--- config.mk ---
export PLATFORM = sky130hd
export DESIGN_NAME = status_event_reporting
export DESIGN_NICKNAME = d
export VERILOG_FILES = /design/src/core/status_event_reporting.v /design/src/core/transition_group.v
export VERILOG_INCLUDE_DIRS = /design/src /design/src/inc
export SDC_FILE = /design/constraint.sdc
export NUM_CORES = 1
export LEC_CHECK = 0
export BUFFER_PORTS_ARGS = -buffer_cell sky130_fd_sc_hd__buf_2
export CAP_MARGIN = 20
export CORE_UTILIZATION = 55
export CTS_CLUSTER_DIAMETER = 50
export CTS_CLUSTER_SIZE = 25
export DETAILED_ROUTE_END_ITERATION = 10
export HOLD_SLACK_MARGIN = 0.1
export PLACE_DENSITY = 0.82
export REMOVE_ABC_BUFFERS = 1
export SLEW_MARGIN = 20
export SYNTH_ARGS = -nofsm -noshare
export SYNTH_HDL_FRONTEND = slang
export SYNTH_SLANG_ARGS = --single-unit
--- constraint.sdc ---
create_clock -name ref_clk -period 2.85 [get_ports ref_clk]
set_input_delay 0.7125 -clock ref_clk [delete_from_list [all_inputs] [get_ports ref_clk]]
set_output_delay 0.7125 -clock ref_clk [all_outputs]
set_load 0.02 [all_outputs]
--- src/inc/status_defs.vh ---
`ifndef STATUS_DEFS_VH
`define STATUS_DEFS_VH

// Command codes on the command port
`define CMD_PRESET        5'h00
`define CMD_RD_RUN_EV     5'h01
`define CMD_RD_RUN_COND   5'h02
`define CMD_WR_RUN_MASK   5'h03
`define CMD_RD_RUN_MASK   5'h04
`define CMD_WR_RUN_FALL   5'h05
`define CMD_RD_RUN_FALL   5'h06
`define CMD_WR_RUN_RISE   5'h07
`define CMD_RD_RUN_RISE   5'h08
`define CMD_RD_WARN_EV    5'h09
`define CMD_RD_WARN_COND  5'h0a
`define CMD_WR_WARN_MASK  5'h0b
`define CMD_RD_WARN_MASK  5'h0c
`define CMD_WR_WARN_FALL  5'h0d
`define CMD_RD_WARN_FALL  5'h0e
`define CMD_WR_WARN_RISE  5'h0f
`define CMD_RD_WARN_RISE  5'h10
`define CMD_CLS           5'h11
`define CMD_WR_STD_MASK   5'h12
`define CMD_RD_STD_MASK   5'h13
`define CMD_RD_STD_EV     5'h14
`define CMD_OPC           5'h15
`define CMD_OPC_QRY       5'h16
`define CMD_WR_SRQ_MASK   5'h17
`define CMD_RD_SRQ_MASK   5'h18
`define CMD_RD_STB        5'h19
`define CMD_WAI           5'h1a

// Run group bit positions
`define RUN_CURR_LIM_BIT  10
`define RUN_VOLT_REG_BIT  8
`define RUN_TRIG_WAIT_BIT 5
`define RUN_DEFINED       16'h0520

// Warning group bit positions
`define WARN_UNREG_BIT    10
`define WARN_EXT_OFF_BIT  9
`define WARN_THERMAL_BIT  4
`define WARN_MAINS_BIT    2
`define WARN_HI_AMP_BIT   1
`define WARN_HI_VOLT_BIT  0
`define WARN_DEFINED      16'h0617

// Standard event bit positions
`define STD_POWERUP_BIT   7
`define STD_SYNTAX_BIT    5
`define STD_RUN_FLT_BIT   4
`define STD_UNIT_FLT_BIT  3
`define STD_READBACK_BIT  2
`define STD_DONE_BIT      0
`define STD_DEFINED       8'hbd
`define STD_RESET         8'h80

// Summary byte bit positions
`define STB_RUN_BIT       7
`define STB_MASTER_BIT    6
`define STB_STD_BIT       5
`define STB_REPLY_BIT     4
`define STB_WARN_BIT      3
`define STB_ERR_BIT       2
`define STB_DEFINED       8'hfc

// Preset and reset values of filters and masks
`define RISE_PRESET       16'h7fff
`define FALL_PRESET       16'h0000
`define MASK_PRESET       16'h0000
`define ASCII_ONE         16'h0031

`endif

--- src/core/status_event_reporting.v ---
`timescale 1ns/1ns
`include "status_defs.vh"

//////////////////////////////////////////////////////////////////////////
// Overview of operation
// - Preset sets rise filters, clears others
// - Run events clear on read
// - Run bits 10, 8, 5
// - Run condition live, read-only
// - Bit 7 ORs enabled run events
// - Filters pick latching edges
// - Warning events clear on read
// - Warning bits 10,9,4,2,1,0
// - Warning condition live except latched trip bits 1 and 0, read-only
// - Bit 3 ORs enabled warning events
// - Clear-status wipes events and status
// - After terminator it also flushes replies
// - Bit 5 ORs enabled standard events
// - Standard bits 7,5,4,3,2,0
// - Standard events clear on read
// - Completion flag waits, never blocks
// - Completion query blocks, replies ASCII one
// - Master summary ORs masked status
// - Poll shows and clears request flag
// - Status byte query clears nothing
// - Status byte bits 7 to 2
// - Wait stalls; only device clear aborts
// - Abort and reset clear trigger wait
// - Trips disable output and flag
//////////////////////////////////////////////////////////////////////////

module status_event_reporting (
    input  wire        ref_clk,
    input  wire        srst,
    input  wire        cmd_valid,
    input  wire [4:0]  cmd_code,
    input  wire [15:0] cmd_data,
    input  wire        cmd_after_term,
    output wire        cmd_ready,
    output reg         rsp_valid_reg,
    output reg  [15:0] rsp_data_reg,
    input  wire        rsp_ready,
    input  wire        poll_req,
    output reg         poll_valid_reg,
    output reg  [7:0]  poll_data_reg,
    output reg         service_request_flag_reg,
    input  wire        dev_clear,
    input  wire        ops_pending,
    input  wire        current_limited_flag,
    input  wire        voltage_regulated_flag,
    input  wire        trig_arm,
    input  wire        trig_done,
    input  wire        abort,
    input  wire        loss_of_regulation,
    input  wire        external_shutoff,
    input  wire        thermal_trip,
    input  wire        mains_loss,
    input  wire        high_amp_detect,
    input  wire        high_volt_detect,
    input  wire        prot_clear,
    input  wire        output_on_req,
    output reg         output_on_reg,
    input  wire        syntax_fault,
    input  wire        run_fault,
    input  wire        unit_fault,
    input  wire        readback_fault,
    input  wire        err_queue_nonempty,
    output reg         err_queue_clear_reg,
    output wire [7:0]  summary_byte
);

//////////////////////////////////////////////////////////////////////////
// Command sequencing

localparam [2:0] ST_IDLE = 3'b001;
localparam [2:0] ST_WAI  = 3'b010;
localparam [2:0] ST_OPCQ = 3'b100;

reg  [2:0] state_reg;
reg  [2:0] state_next;

function hit;
    input       take;
    input [4:0] code;
    input [4:0] want;
    begin
        hit = take & (code == want);
    end
endfunction

wire take = cmd_valid & cmd_ready;

wire do_preset    = hit(take, cmd_code, `CMD_PRESET);
wire rd_run_ev    = hit(take, cmd_code, `CMD_RD_RUN_EV);
wire rd_warn_ev   = hit(take, cmd_code, `CMD_RD_WARN_EV);
wire rd_std_ev    = hit(take, cmd_code, `CMD_RD_STD_EV);
wire do_cls       = hit(take, cmd_code, `CMD_CLS);
wire do_opc       = hit(take, cmd_code, `CMD_OPC);
wire do_opc_qry   = hit(take, cmd_code, `CMD_OPC_QRY);
wire do_wai       = hit(take, cmd_code, `CMD_WAI);
wire wr_std_mask  = hit(take, cmd_code, `CMD_WR_STD_MASK);
wire wr_srq_mask  = hit(take, cmd_code, `CMD_WR_SRQ_MASK);
wire wr_run_mask  = hit(take, cmd_code, `CMD_WR_RUN_MASK);
wire wr_run_fall  = hit(take, cmd_code, `CMD_WR_RUN_FALL);
wire wr_run_rise  = hit(take, cmd_code, `CMD_WR_RUN_RISE);
wire wr_warn_mask = hit(take, cmd_code, `CMD_WR_WARN_MASK);
wire wr_warn_fall = hit(take, cmd_code, `CMD_WR_WARN_FALL);
wire wr_warn_rise = hit(take, cmd_code, `CMD_WR_WARN_RISE);

// Reply flush only after a terminator
wire cls_flush = do_cls & cmd_after_term;

assign cmd_ready = state_reg[0];

always @* begin
    state_next = state_reg;
    case (state_reg)
        ST_IDLE: begin
            if (do_wai)
                state_next = ST_WAI;
            else if (do_opc_qry)
                state_next = ST_OPCQ;
        end
        ST_WAI: begin
            // Only device clear or completion ends it
            if (dev_clear || !ops_pending)
                state_next = ST_IDLE;
        end
        ST_OPCQ: begin
            if (dev_clear || !ops_pending)
                state_next = ST_IDLE;
        end
        default: state_next = ST_IDLE;
    endcase
end

always @(posedge ref_clk) begin
    if (srst)
        state_reg <= ST_IDLE;
    else
        state_reg <= state_next;
end

wire opcq_done = state_reg[2] & ~ops_pending & ~dev_clear;

//////////////////////////////////////////////////////////////////////////
// Supply state feeding the condition registers

reg trig_wait_reg;
reg hi_amp_latch_reg;
reg hi_volt_latch_reg;

always @(posedge ref_clk) begin
    if (srst) begin
        trig_wait_reg     <= 1'b0;
        hi_amp_latch_reg  <= 1'b0;
        hi_volt_latch_reg <= 1'b0;
        output_on_reg     <= 1'b0;
    end else begin
        if (abort || trig_done)
            trig_wait_reg <= 1'b0;
        else if (trig_arm)
            trig_wait_reg <= 1'b1;
        // Trips always latch; a clear only works once the cause is gone
        if (high_amp_detect)
            hi_amp_latch_reg <= 1'b1;
        else if (prot_clear)
            hi_amp_latch_reg <= 1'b0;
        if (high_volt_detect)
            hi_volt_latch_reg <= 1'b1;
        else if (prot_clear)
            hi_volt_latch_reg <= 1'b0;
        output_on_reg <= output_on_req & ~high_amp_detect & ~high_volt_detect
                         & ~hi_amp_latch_reg & ~hi_volt_latch_reg;
    end
end

// Live views; only warning bits 1 and 0 show latched trips
reg [15:0] run_condition;
reg [15:0] warning_condition;

always @* begin
    run_condition = 16'h0000;
    run_condition[`RUN_CURR_LIM_BIT]  = current_limited_flag;
    run_condition[`RUN_VOLT_REG_BIT]  = voltage_regulated_flag;
    run_condition[`RUN_TRIG_WAIT_BIT] = trig_wait_reg;
    warning_condition = 16'h0000;
    warning_condition[`WARN_UNREG_BIT]   = loss_of_regulation;
    warning_condition[`WARN_EXT_OFF_BIT] = external_shutoff;
    warning_condition[`WARN_THERMAL_BIT] = thermal_trip;
    warning_condition[`WARN_MAINS_BIT]   = mains_loss;
    warning_condition[`WARN_HI_AMP_BIT]  = hi_amp_latch_reg;
    warning_condition[`WARN_HI_VOLT_BIT] = hi_volt_latch_reg;
end

//////////////////////////////////////////////////////////////////////////
// Run and warning groups

wire [15:0] run_event_latch;
wire [15:0] run_enable_mask;
wire [15:0] run_falling_filter;
wire [15:0] run_rising_filter;
wire        run_summary;
wire [15:0] warning_event_latch;
wire [15:0] warning_enable_mask;
wire [15:0] warning_falling_filter;
wire [15:0] warning_rising_filter;
wire        warning_summary;

transition_group #(
    .WIDTH   (16),
    .DEFINED (`RUN_DEFINED)
) run_group (
    .ref_clk     (ref_clk),
    .srst        (srst),
    .condition   (run_condition),
    .preset      (do_preset),
    .clear_event (rd_run_ev | do_cls),
    .wr_mask     (wr_run_mask),
    .wr_fall     (wr_run_fall),
    .wr_rise     (wr_run_rise),
    .wr_data     (cmd_data),
    .event_reg   (run_event_latch),
    .mask_reg    (run_enable_mask),
    .fall_reg    (run_falling_filter),
    .rise_reg    (run_rising_filter),
    .summary     (run_summary)
);

transition_group #(
    .WIDTH   (16),
    .DEFINED (`WARN_DEFINED)
) warning_group (
    .ref_clk     (ref_clk),
    .srst        (srst),
    .condition   (warning_condition),
    .preset      (do_preset),
    .clear_event (rd_warn_ev | do_cls),
    .wr_mask     (wr_warn_mask),
    .wr_fall     (wr_warn_fall),
    .wr_rise     (wr_warn_rise),
    .wr_data     (cmd_data),
    .event_reg   (warning_event_latch),
    .mask_reg    (warning_enable_mask),
    .fall_reg    (warning_falling_filter),
    .rise_reg    (warning_rising_filter),
    .summary     (warning_summary)
);

//////////////////////////////////////////////////////////////////////////
// Standard events and completion tracking

reg  [7:0] std_event_latch;
reg  [7:0] std_event_mask;
reg  [7:0] service_request_mask;
reg        opc_armed_reg;
reg  [7:0] std_set;

wire opc_fire = opc_armed_reg & ~ops_pending;

always @* begin
    std_set = 8'h00;
    std_set[`STD_SYNTAX_BIT]   = syntax_fault;
    std_set[`STD_RUN_FLT_BIT]  = run_fault;
    std_set[`STD_UNIT_FLT_BIT] = unit_fault;
    std_set[`STD_READBACK_BIT] = readback_fault;
    std_set[`STD_DONE_BIT]     = opc_fire;
end

always @(posedge ref_clk) begin
    if (srst) begin
        std_event_latch      <= `STD_RESET;
        std_event_mask       <= 8'h00;
        service_request_mask <= 8'h00;
        opc_armed_reg        <= 1'b0;
    end else begin
        // New events win over a same-cycle clear
        std_event_latch <= ((rd_std_ev | do_cls) ? 8'h00 : std_event_latch)
                           | std_set;
        if (wr_std_mask)
            std_event_mask <= cmd_data[7:0] & `STD_DEFINED;
        if (wr_srq_mask)
            service_request_mask <= cmd_data[7:0] & `STB_DEFINED;
        // Arming never stalls the command stream
        if (do_cls || opc_fire)
            opc_armed_reg <= 1'b0;
        if (do_opc)
            opc_armed_reg <= 1'b1;
    end
end

//////////////////////////////////////////////////////////////////////////
// Summary byte and service request

reg  [7:0] stb_low;
reg        master_prev_reg;
wire       master_summary;

always @* begin
    stb_low = 8'h00;
    stb_low[`STB_RUN_BIT]   = run_summary;
    stb_low[`STB_STD_BIT]   = |(std_event_latch & std_event_mask);
    stb_low[`STB_REPLY_BIT] = rsp_valid_reg;
    stb_low[`STB_WARN_BIT]  = warning_summary;
    stb_low[`STB_ERR_BIT]   = err_queue_nonempty;
end

// A zero mask blocks every request
assign master_summary = |(stb_low & service_request_mask);

assign summary_byte = stb_low | ({7'h00, master_summary} << `STB_MASTER_BIT);

always @(posedge ref_clk) begin
    if (srst) begin
        master_prev_reg          <= 1'b0;
        service_request_flag_reg <= 1'b0;
        poll_valid_reg           <= 1'b0;
        poll_data_reg            <= 8'h00;
        err_queue_clear_reg      <= 1'b0;
    end else begin
        master_prev_reg     <= master_summary;
        poll_valid_reg      <= poll_req;
        err_queue_clear_reg <= do_cls;
        if (poll_req) begin
            poll_data_reg <= summary_byte;
            poll_data_reg[`STB_MASTER_BIT] <= service_request_flag_reg;
        end
        // A fresh rise wins over a poll clear
        if (master_summary && !master_prev_reg)
            service_request_flag_reg <= 1'b1;
        else if (poll_req || do_cls)
            service_request_flag_reg <= 1'b0;
    end
end

//////////////////////////////////////////////////////////////////////////
// Reply queue, one entry deep

reg        rsp_load;
reg [15:0] rsp_word;

always @* begin
    rsp_load = take;
    rsp_word = 16'h0000;
    if (cmd_code == `CMD_RD_RUN_EV)
        rsp_word = run_event_latch;
    else if (cmd_code == `CMD_RD_RUN_COND)
        rsp_word = run_condition;
    else if (cmd_code == `CMD_RD_RUN_MASK)
        rsp_word = run_enable_mask;
    else if (cmd_code == `CMD_RD_RUN_FALL)
        rsp_word = run_falling_filter;
    else if (cmd_code == `CMD_RD_RUN_RISE)
        rsp_word = run_rising_filter;
    else if (cmd_code == `CMD_RD_WARN_EV)
        rsp_word = warning_event_latch;
    else if (cmd_code == `CMD_RD_WARN_COND)
        rsp_word = warning_condition;
    else if (cmd_code == `CMD_RD_WARN_MASK)
        rsp_word = warning_enable_mask;
    else if (cmd_code == `CMD_RD_WARN_FALL)
        rsp_word = warning_falling_filter;
    else if (cmd_code == `CMD_RD_WARN_RISE)
        rsp_word = warning_rising_filter;
    else if (cmd_code == `CMD_RD_STD_MASK)
        rsp_word = {8'h00, std_event_mask};
    else if (cmd_code == `CMD_RD_STD_EV)
        rsp_word = {8'h00, std_event_latch};
    else if (cmd_code == `CMD_RD_SRQ_MASK)
        rsp_word = {8'h00, service_request_mask};
    else if (cmd_code == `CMD_RD_STB)
        rsp_word = {8'h00, summary_byte};
    else
        rsp_load = 1'b0;
    if (opcq_done) begin
        rsp_load = 1'b1;
        rsp_word = `ASCII_ONE;
    end
end

always @(posedge ref_clk) begin
    if (srst) begin
        rsp_valid_reg <= 1'b0;
        rsp_data_reg  <= 16'h0000;
    end else begin
        // A new reply overwrites an unread one
        if (rsp_load) begin
            rsp_valid_reg <= 1'b1;
            rsp_data_reg  <= rsp_word;
        end else if (cls_flush || (rsp_valid_reg && rsp_ready)) begin
            rsp_valid_reg <= 1'b0;
            rsp_data_reg  <= 16'h0000;
        end
    end
end

endmodule // status_event_reporting

--- src/core/transition_group.v ---
`timescale 1ns/1ns
`include "status_defs.vh"

module transition_group #(
    parameter WIDTH           = 16,
    parameter [15:0] DEFINED  = 16'hffff
) (
    input  wire             ref_clk,
    input  wire             srst,
    input  wire [WIDTH-1:0] condition,
    input  wire             preset,
    input  wire             clear_event,
    input  wire             wr_mask,
    input  wire             wr_fall,
    input  wire             wr_rise,
    input  wire [WIDTH-1:0] wr_data,
    output reg  [WIDTH-1:0] event_reg,
    output reg  [WIDTH-1:0] mask_reg,
    output reg  [WIDTH-1:0] fall_reg,
    output reg  [WIDTH-1:0] rise_reg,
    output wire             summary
);

wire [WIDTH-1:0] defined = DEFINED[WIDTH-1:0];
reg  [WIDTH-1:0] prev_reg;
wire [WIDTH-1:0] edge_hits;
wire [WIDTH-1:0] event_next;

// Filtered edges; both filters set catches any edge
assign edge_hits = ((condition & ~prev_reg & rise_reg)
                  | (~condition & prev_reg & fall_reg)) & defined;
// A new edge wins over a clear in the same cycle
assign event_next = (clear_event ? {WIDTH{1'b0}} : event_reg) | edge_hits;
assign summary = |(event_reg & mask_reg);

always @(posedge ref_clk) begin
    if (srst) begin
        prev_reg  <= {WIDTH{1'b0}};
        event_reg <= {WIDTH{1'b0}};
        mask_reg  <= `MASK_PRESET;
        fall_reg  <= `FALL_PRESET;
        rise_reg  <= `RISE_PRESET & DEFINED;
    end else begin
        prev_reg  <= condition;
        event_reg <= event_next;
        if (preset) begin
            rise_reg <= `RISE_PRESET & DEFINED;
            fall_reg <= `FALL_PRESET;
            mask_reg <= `MASK_PRESET;
        end else begin
            if (wr_mask)
                mask_reg <= wr_data & defined;
            if (wr_fall)
                fall_reg <= wr_data & defined;
            if (wr_rise)
                rise_reg <= wr_data & defined;
        end
    end
end

endmodule // transition_group

==> Word level (Yosys, flattened, before mapping) <==
Index checks and enable logic that the tools add are counted.
{ "word_totals": {"ff_bits": 125, "latchBits": 0, "mem_bits_rw": 0, "romBits": 0, "n_memories": 0} }
{ "classes": {"addsub": 0, "n_mul": 0, "div_mod_pow": 0, "order_cmp": 0, "n_eq_ne": 31, "shifts": 0, "mux": 48, "n_bitwise": 56, "reduce_logical": 23} }
{ "ops": {"columns": ["cell", "count"], "rows": [
  ["$mux 16", 11],
  ["$and 11x11->11", 8],
  ["$eq 5x5->1 const B", 11],
  ["$mux 11", 4],
  ["$not 11->11", 4],
  ["$eq 5x4->1 const B", 8],
  ["$mux 8", 5],
  ["$and 16x11->16", 2],
  ["$or 16x11->16", 2],
  ["$reduce_or 16->1", 2],
  ["$and 1x1->1", 25],
  ["$mux 1", 24],
  ["$or 11x11->11", 2],
  ["$eq 5x3->1 const B", 4],
  ["$and 8x8->8", 2],
  ["$reduce_or 8->1", 2],
  ["$eq 5x2->1 const B", 2],
  ["$reduce_bool 2->1", 5],
  ["$mux 3", 3],
  ["$or 8x6->8", 1],
  ["$or 8x7->8", 1],
  ["$not 1->1", 6],
  ["$pmux 3 s2", 1],
  ["$reduce_or 2->1", 3],
  ["other kinds (12)", 20]
]} }

==> Longest topological paths before layout <==
Gate-level depths: netlist (run 1).
{ "logic_depth": {"word_depth": 21, "ltp_mapped": 8, "depth_no_buf": 6} }

==> By module <==
From an unflattened synthesis (run 1), not the netlist that was laid out.
{ "hier_totals": {"hier_cells": 788, "hier_area_um2": 6423.7} }
{ "by_module_without_submodules": {"columns": ["mod", "n_inst", "cells_each", "area_each_um2"], "rows": [
  ["status_event_reporting", 1, 534, 4038.9],
  ["transition_group at warning_group", 1, 148, 1428.9],
  ["transition_group at run_group", 1, 106, 955.9]
]} }

==> Worst setup path before layout (run 1) <==
No wires, ideal clock.
{ "synth_path": {"path_kind": "input -> register", "from": "in cmd_code[0]", "to": "reg rsp_data_reg[0]", "setup_ns": 0.122, "arrival_time_ns": 2.061, "required_ns": 2.728, "path_slack_ns": 0.667, "stages": 7, "path_buffers": 2, "cell_sequence": "buf_2 -> nor2_1 -> o21ai_1 -> a21o_1 -> and4_1 -> buf_4 -> a221o_1"} }
{ "synth_between": {"elab_chain_len": 17, "word_cells_on_any_way": 50} }
{ "synth_rtl": {"columns": ["item", "line_no", "rtl"], "rows": [
  ["start: declaration", "status_event_reporting.v:36", "input wire [4:0] cmd_code,"],
  ["$eq 5x5->1 (no source line)", null, null],
  ["$mux 8 or $mux 1 (tied branches)", "status_event_reporting.v:371", "else if (cmd_code == `CMD_RD_STB)"],
  ["$mux 8 or $mux 1 (tied branches)", "status_event_reporting.v:369", "else if (cmd_code == `CMD_RD_SRQ_MASK)"],
  ["$mux 8 or $mux 1 (tied branches)", "status_event_reporting.v:367", "else if (cmd_code == `CMD_RD_STD_EV)"],
  ["$mux 8 or $mux 1 (tied branches)", "status_event_reporting.v:365", "else if (cmd_code == `CMD_RD_STD_MASK)"],
  ["$mux 11 or $mux 1 (tied branches)", "status_event_reporting.v:363", "else if (cmd_code == `CMD_RD_WARN_RISE)"],
  ["$mux 11 or $mux 1 (tied branches)", "status_event_reporting.v:361", "else if (cmd_code == `CMD_RD_WARN_FALL)"],
  ["$mux 11 or $mux 1 (tied branches)", "status_event_reporting.v:359", "else if (cmd_code == `CMD_RD_WARN_MASK)"],
  ["$mux 11 or $mux 1 (tied branches)", "status_event_reporting.v:357", "else if (cmd_code == `CMD_RD_WARN_COND)"],
  ["$mux 16 or $mux 1 (tied branches)", "status_event_reporting.v:355", "else if (cmd_code == `CMD_RD_WARN_EV)"],
  ["$mux 16 or $mux 1 (tied branches)", "status_event_reporting.v:353", "else if (cmd_code == `CMD_RD_RUN_RISE)"],
  ["$mux 16 or $mux 1 (tied branches)", "status_event_reporting.v:351", "else if (cmd_code == `CMD_RD_RUN_FALL)"],
  ["$mux 16 or $mux 1 (tied branches)", "status_event_reporting.v:349", "else if (cmd_code == `CMD_RD_RUN_MASK)"],
  ["$mux 16 or $mux 1 (tied branches)", "status_event_reporting.v:347", "else if (cmd_code == `CMD_RD_RUN_COND)"],
  ["$mux 16 or $mux 1 (tied branches)", "status_event_reporting.v:345", "if (cmd_code == `CMD_RD_RUN_EV)"],
  ["$mux 16 or $mux 1 (tied branches)", "status_event_reporting.v:375", "if (opcq_done) begin"],
  ["$mux 16 or $reduce_bool 2->1 (tied branches)", null, null],
  ["end signal: assignment", "status_event_reporting.v:389", "rsp_data_reg <= rsp_word;"],
  ["end: declaration", "status_event_reporting.v:41", "output reg [15:0] rsp_data_reg,"]
]} }
Several ways; a longest one is shown, not always the timed one.
A chain may end at the register's enable or synchronous reset.

==> Final worst setup path (run 1) <==
{ "layout_path": {"from": "reg run_group.event_reg[5]", "to": "out summary_byte[6]"} }
{ "layout_between": {"elab_chain_len": 5} }
{ "layout_rtl": {"columns": ["item", "line_no", "rtl"], "rows": [
  ["start: declaration", "transition_group.v:17", "output reg [WIDTH-1:0] event_reg,"],
  ["start signal: assignment", "transition_group.v:39", "event_reg <= {WIDTH{1'b0}};"],
  ["start signal: assignment", "transition_group.v:45", "event_reg <= event_next;"],
  ["$and 16x11->16", "transition_group.v:34", "assign summary = |(event_reg & mask_reg);"],
  ["$reduce_or 16->1", "transition_group.v:34", null],
  ["$and 8x8->8", "status_event_reporting.v:309", "assign master_summary = |(stb_low & service_request_mask);"],
  ["$reduce_or 8->1", "status_event_reporting.v:309", null],
  ["$or 8x7->8", "status_event_reporting.v:311", "assign summary_byte = stb_low | ({7'h00, master_summary} << `STB_MASTER_BIT);"],
  ["end: declaration", "status_event_reporting.v:69", "output wire [7:0] summary_byte"]
]} }
Every way passes these cells.

==> results of run 1 <==
[logic make-up after synthesis]
group / after synthesis / synth area share (%)
compound gates: 134 / 19.25
simple gates: 224 / 24.70
flops: 93 / 39.23
other cells: 1 / 0.07902
buf+inv: 59 / 6.486
xor+xnor: 2 / 0.3692
mux: 46 / 9.886
[metrics by stage]
stage               worst slack, ns  hold WS (ns)
finish                       0.2302        0.4729
global route                 0.1336        0.4902
CTS                         0.07487        0.4733
detailed placement           0.2729        0.4529
global placement             0.3097        0.4459
floorplan                    0.7909        0.4359
[final timing paths]
| path | from | to | slack [ns] | cells after the start |
|---|---|---|---|---|
| max | run_group.event_reg[5] | summary_byte[6] | 0.23 | 6 |
| min | std_event_latch[7] | std_event_latch[7] | 0.47 | 2 |
| max reg2reg | run_group.event_reg[5] | rsp_data_reg[6] | 0.86 | 7 |
| min reg2reg | std_event_latch[7] | std_event_latch[7] | 0.47 | 2 |
[cells in the mapped netlist (6+ instances only)]
cell / instances / share of area (%)
dfxtp_1: 93 / 39
nor2_1: 73 / 5.8
mux2i_1: 42 / 8.9
nand2_1: 37 / 2.9
a21oi_1: 33 / 3.5
nand3_1: 21 / 2.2
nor2b_1: 20 / 2.6
buf_4: 17 / 2.7
o21ai_0: 17 / 1.8
clkbuf_1: 15 / 1.2
buf_2: 12 / 1.3
inv_1: 11 / 0.87
nand3b_1: 11 / 1.7
nor3_1: 10 / 1.1
o21ai_1: 10 / 1.1
a22oi_1: 8 / 1.3
and3_1: 8 / 1.1
nand2b_1: 8 / 1.1
a211oi_1: 7 / 1.1
a32o_1: 6 / 1.3
[critical path, cell delays in order (launching register included)]
cell and delay (ns):
dfxtp_1 0.37, a222oi_1 0.35, buf_4 0.20, o21ai_1 0.07, a221oi_2 0.33, inv_2 0.06
buf_2 0.17
[power groups by stage]
stage / Sequential (mW) / Clock (mW) / Combinational, mW
final: 1.36 / 0.936 / 0.355
after global routing: 1.37 / 0.996 / 0.382
after CTS: 1.36 / 0.940 / 0.347
after detailed placement: 1.39 / 0 / 0.344
after global placement: 1.39 / 0 / 0.336
after floorplan: 1.39 / 0 / 0.162
[layout make-up]
| cell class | count | area, sq um | share of cell area (%) |
|---|---|---|---|
| timing repair buffer | 99 | 580.6 | 10.67 |
| clock inverter | 4 | 55.05 | 1.011 |
| sequential | 93 | 1862 | 34.21 |
| clock buffer | 12 | 155.1 | 2.851 |
| tap | 105 | 131.4 | 2.414 |
| multi-input combinational | 415 | 2606 | 47.89 |
| inverter | 14 | 52.55 | 0.9655 |
[per-layer routing]
layer,GRT usage [%],up-vias
li1,-,2145
met1,44.99,2262
met2,50.30,278
met3,5.072,33
met4,11.74,0
met5,0,-
[repair_timing]
item / in CTS / in global routing
endpoints found under the setup margin: 0 / 1
setup buffers: 0 / 2
hold buffers: 0 / 0
endpoints found under the hold margin: 0 / 0
==> out/metrics.csv, run 1 <==
metric,value,unit
status,"complete, no violations",
dp_cells,724,
crit_path_start_kind,register,
power_switching,0.7340,mW
max-vdd-ir-drop,0.3041,mV
cts_tree,yes,
largest_reg_flops,11,
final_cell_mix,"dfxtp_1, nor2_1, buf_2",
route.met2.wl,6714,um
power_leakage,2.244,nW
coreArea,0.008299,sq mm
htree_levels,3,
p_int,1.920,mW
clk_pin_slew,0.10,ns
period_needed,2.620,ns
pwr-share-comb,13.4,%
fmax,381.7,MHz
antenna_found_initial,0,
tns,0,ns
hold_viol_final,0,
mostFrequentLayoutCell,dfxtp_1,
die_height,94.89,um
fin_util,65.58,%
grt-ovfl-total,0,
ys.flop_type,dfxtp_1,
slew_violations,0,
syn2layout_area_growth,14.68,%
hold_class,reg -> reg,
drc,0,
critical_path_peak_fanout,3,
tightest_slew,0.7792,ns
slew_headroom,47.77,%
synth_seq_area_share,39.23,%
endpoint_kind,output pin,
p_seq_share,51.3,%
top_layer,met4,
cts_resized,0,
switching_share,27.65,%
gp_congestion,0.9460,
start_util,57.18,%
final_cell_count_no_fill,742,
path_class,reg -> out,
p_per_area,487.6,mW/mm^2
final_area,0.005443,sq mm
clock_path_buffers,2,
synth_edf_count,0,
wl_per_cell,19.46,um
rows,33,
drtIter0Drc,438,
cts.sinks,93,
grt_pass1_wl,22070,um
wl_met3,1262,um
vias_per_cell,6.358,
fin_nets,679,
yosys_warnings,0,
finalPower,2.654,mW
clockRootBuffer,clkbuf_8,
port_buffers,70,
required,2.14,ns
synth-seq-cells,93,
drtAntennaViolNets,0,
netlist_area,0.004746,sq mm
grt_max_degree,30,
vias,4718,
numCtsBuffers,9,
syn-instance-count,559,
dpl-instance-area,0.005218,sq mm
worstPathArrival,1.91,ns
syn_area_per_cell,8.490,sq um
finalSetupViolCount,0,
drive_gt1_share,20.09,%
dieArea,0.009004,sq mm
pin_count,85,
dr.pass1.iters,6,
wl,14440,um
rsz0062_at_grt,no,
period_share,91.92,%
met1_length,6155,um
dp_hpwl,10360,um
diodes,0,
clk_latency,0.36,ns
fp.dieW,94.89,um
track_usage,32.31,%
finalClockSkew,0.01155,ns
max-cap-violations,0,
nFillCells,710,
ys_types,67,
synthArstFlopShare,0,%
p_clk_share,35.3,%
grt_pass1_vias,4194,
Note: power is estimated with default switching activity, not from simulation.
==> run 2, diff against run 1 <==
Settings changed: CORE_MARGIN set to 2, CORE_UTILIZATION 55 to 50, CTS_CLUSTER_SIZE 25 to unset, PLACE_DENSITY 0.82 to 0.76.
==> out/metrics.csv, run 2 (synthesis results as in run 1) <==
metric,value,unit
status,"complete, no violations",
crit_path_start_kind,register,
syn2layout_area_growth,15.48,%
clk_pin_slew,0.10,ns
required,2.14,ns
track_usage,28.75,%
rows,35,
tns,0,ns
slowest_delay,0.52,ns
diodes,0,
reg2reg_depth,6,
period_needed,2.778,ns
vias,4663,
fp.dieW,101.4,um
htree_levels,3,
whs_endpoint,rsp_data_reg[7],
grt_pass1_vias,4372,
drtAntennaViolNets,0,
grt-ovfl-total,0,
fin_nets,677,
drtIter0Drc,480,
fmax,360.0,MHz
grt_max_degree,42,
clk_latency,0.38,ns
antenna_found_initial,0,
final_area,0.005480,sq mm
rsz0062_at_grt,no,
grt_pass1_wl,22950,um
mostFrequentLayoutCell,dfxtp_1,
worstPathArrival,2.07,ns
largest_reg_flops,11,
coreArea,0.009240,sq mm
startpoint,warning_group.event_reg[0],
die_height,101.4,um
finalSetupViolCount,0,
cts_resized,0,
hp-start,rsp_data_reg[7],
clock_path_buffers,2,
slew_headroom,48.71,%
critical_path_peak_fanout,4,
cts_hold_buf,0,
cpMaxStageDelayCell,a221oi_2,
hold_viol_final,0,
wl,14360,um
power_leakage,2.252,nW
r2r_end,rsp_data_reg[6],
dpl-instance-area,0.005260,sq mm
endpoint_kind,output pin,
cts_tree,yes,
wl_per_cell,18.80,um
drive_gt1_share,20.00,%
gp_congestion,0.9531,
p_per_area,496.8,mW/mm^2
max-cap-violations,0,
cp_cell_sequence,"a22oi_1, nand3_1, a221oi_2, inv_2, buf_2",
pin_count,85,
post_cts_buffers,0,
r2r_slack,0.72,ns
dp_hpwl,10340,um
start_util,51.36,%
max-vdd-ir-drop,0.2880,mV
slew_violations,0,
timing.rr.start,warning_group.event_reg[0],
min_path_cells,1,
clockRootBuffer,clkbuf_8,
drc,0,
final_cell_mix,"dfxtp_1, nor2_1, buf_2",
numCtsBuffers,9,
dr.pass1.iters,5,
path_class,reg -> out,
finalClockSkew,0.01094,ns
period_share,97.46,%
dieArea,0.01029,sq mm
cts.sinks,93,
tightest_slew,0.7652,ns
vias_per_cell,6.103,
hold_class,reg -> reg,
port_buffers,70,
run 2: power breakdown:
group / leakage [nW] / total, mW / internal (mW) / switching (mW)
clock: 0.114 / 1.00 / 0.501 / 0.501
combinational: 1.38 / 0.357 / 0.131 / 0.225
sequential: 0.757 / 1.36 / 1.33 / 0.0313
run 2: how the worst max path moves through the flow:
stage          slack [ns]         endpoint
2_1_floorplan        0.79  rsp_data_reg[0]
3_3_place_gp         0.25  rsp_data_reg[7]
3_5_place_dp         0.24  rsp_data_reg[3]
4_1_cts              0.15  summary_byte[6]
5_1_grt              0.01  summary_byte[6]
6_report             0.07  summary_byte[6]
run 2: through the flow:
| stage | util [%] | instances | worst slack (ns) | hold slack (ns) | total power [mW] |
|---|---|---|---|---|---|
| CTS | 59.31 | 764 | 0.1475 | 0.4740 | 2.716 |
| detailed placement | 56.93 | 748 | 0.2393 | 0.4451 | 1.739 |
| finish | 59.31 | 764 | 0.07248 | 0.4690 | 2.723 |
| floorplan | - | 522 | 0.7909 | 0.4359 | 1.553 |
| global route | 59.31 | 764 | 0.01282 | 0.4895 | 2.807 |
| global placement | 56.93 | 748 | 0.2469 | 0.4496 | 1.730 |
run 2: cell type report:
type                            count  area (sq um)
Fill cell                         855          3760
Multi-Input combinational cell    415          2606
Sequential cell                    93          1862
Timing Repair Buffer               97         578.1
Tap cell                          129         161.4
Clock buffer                        9         123.9
Clock inverter                      7         96.34
Inverter                           14         52.55
run 2: worst max-delay path: cells and delay by family, from the launching register on:
kind            cells  cell delay, ns
buf+inv             2            0.23
compound gates      2            0.81
simple gates        1            0.30
flops               1            0.35
run 2: metal layers:
layer	vias to the layer above	share of wire (%)	global-route usage [%]
li1	2146	-	-
met1	2192	42	39.35
met2	275	45	44.57
met3	50	9.4	4.348
met4	0	3.8	13.62
met5	-	0	0
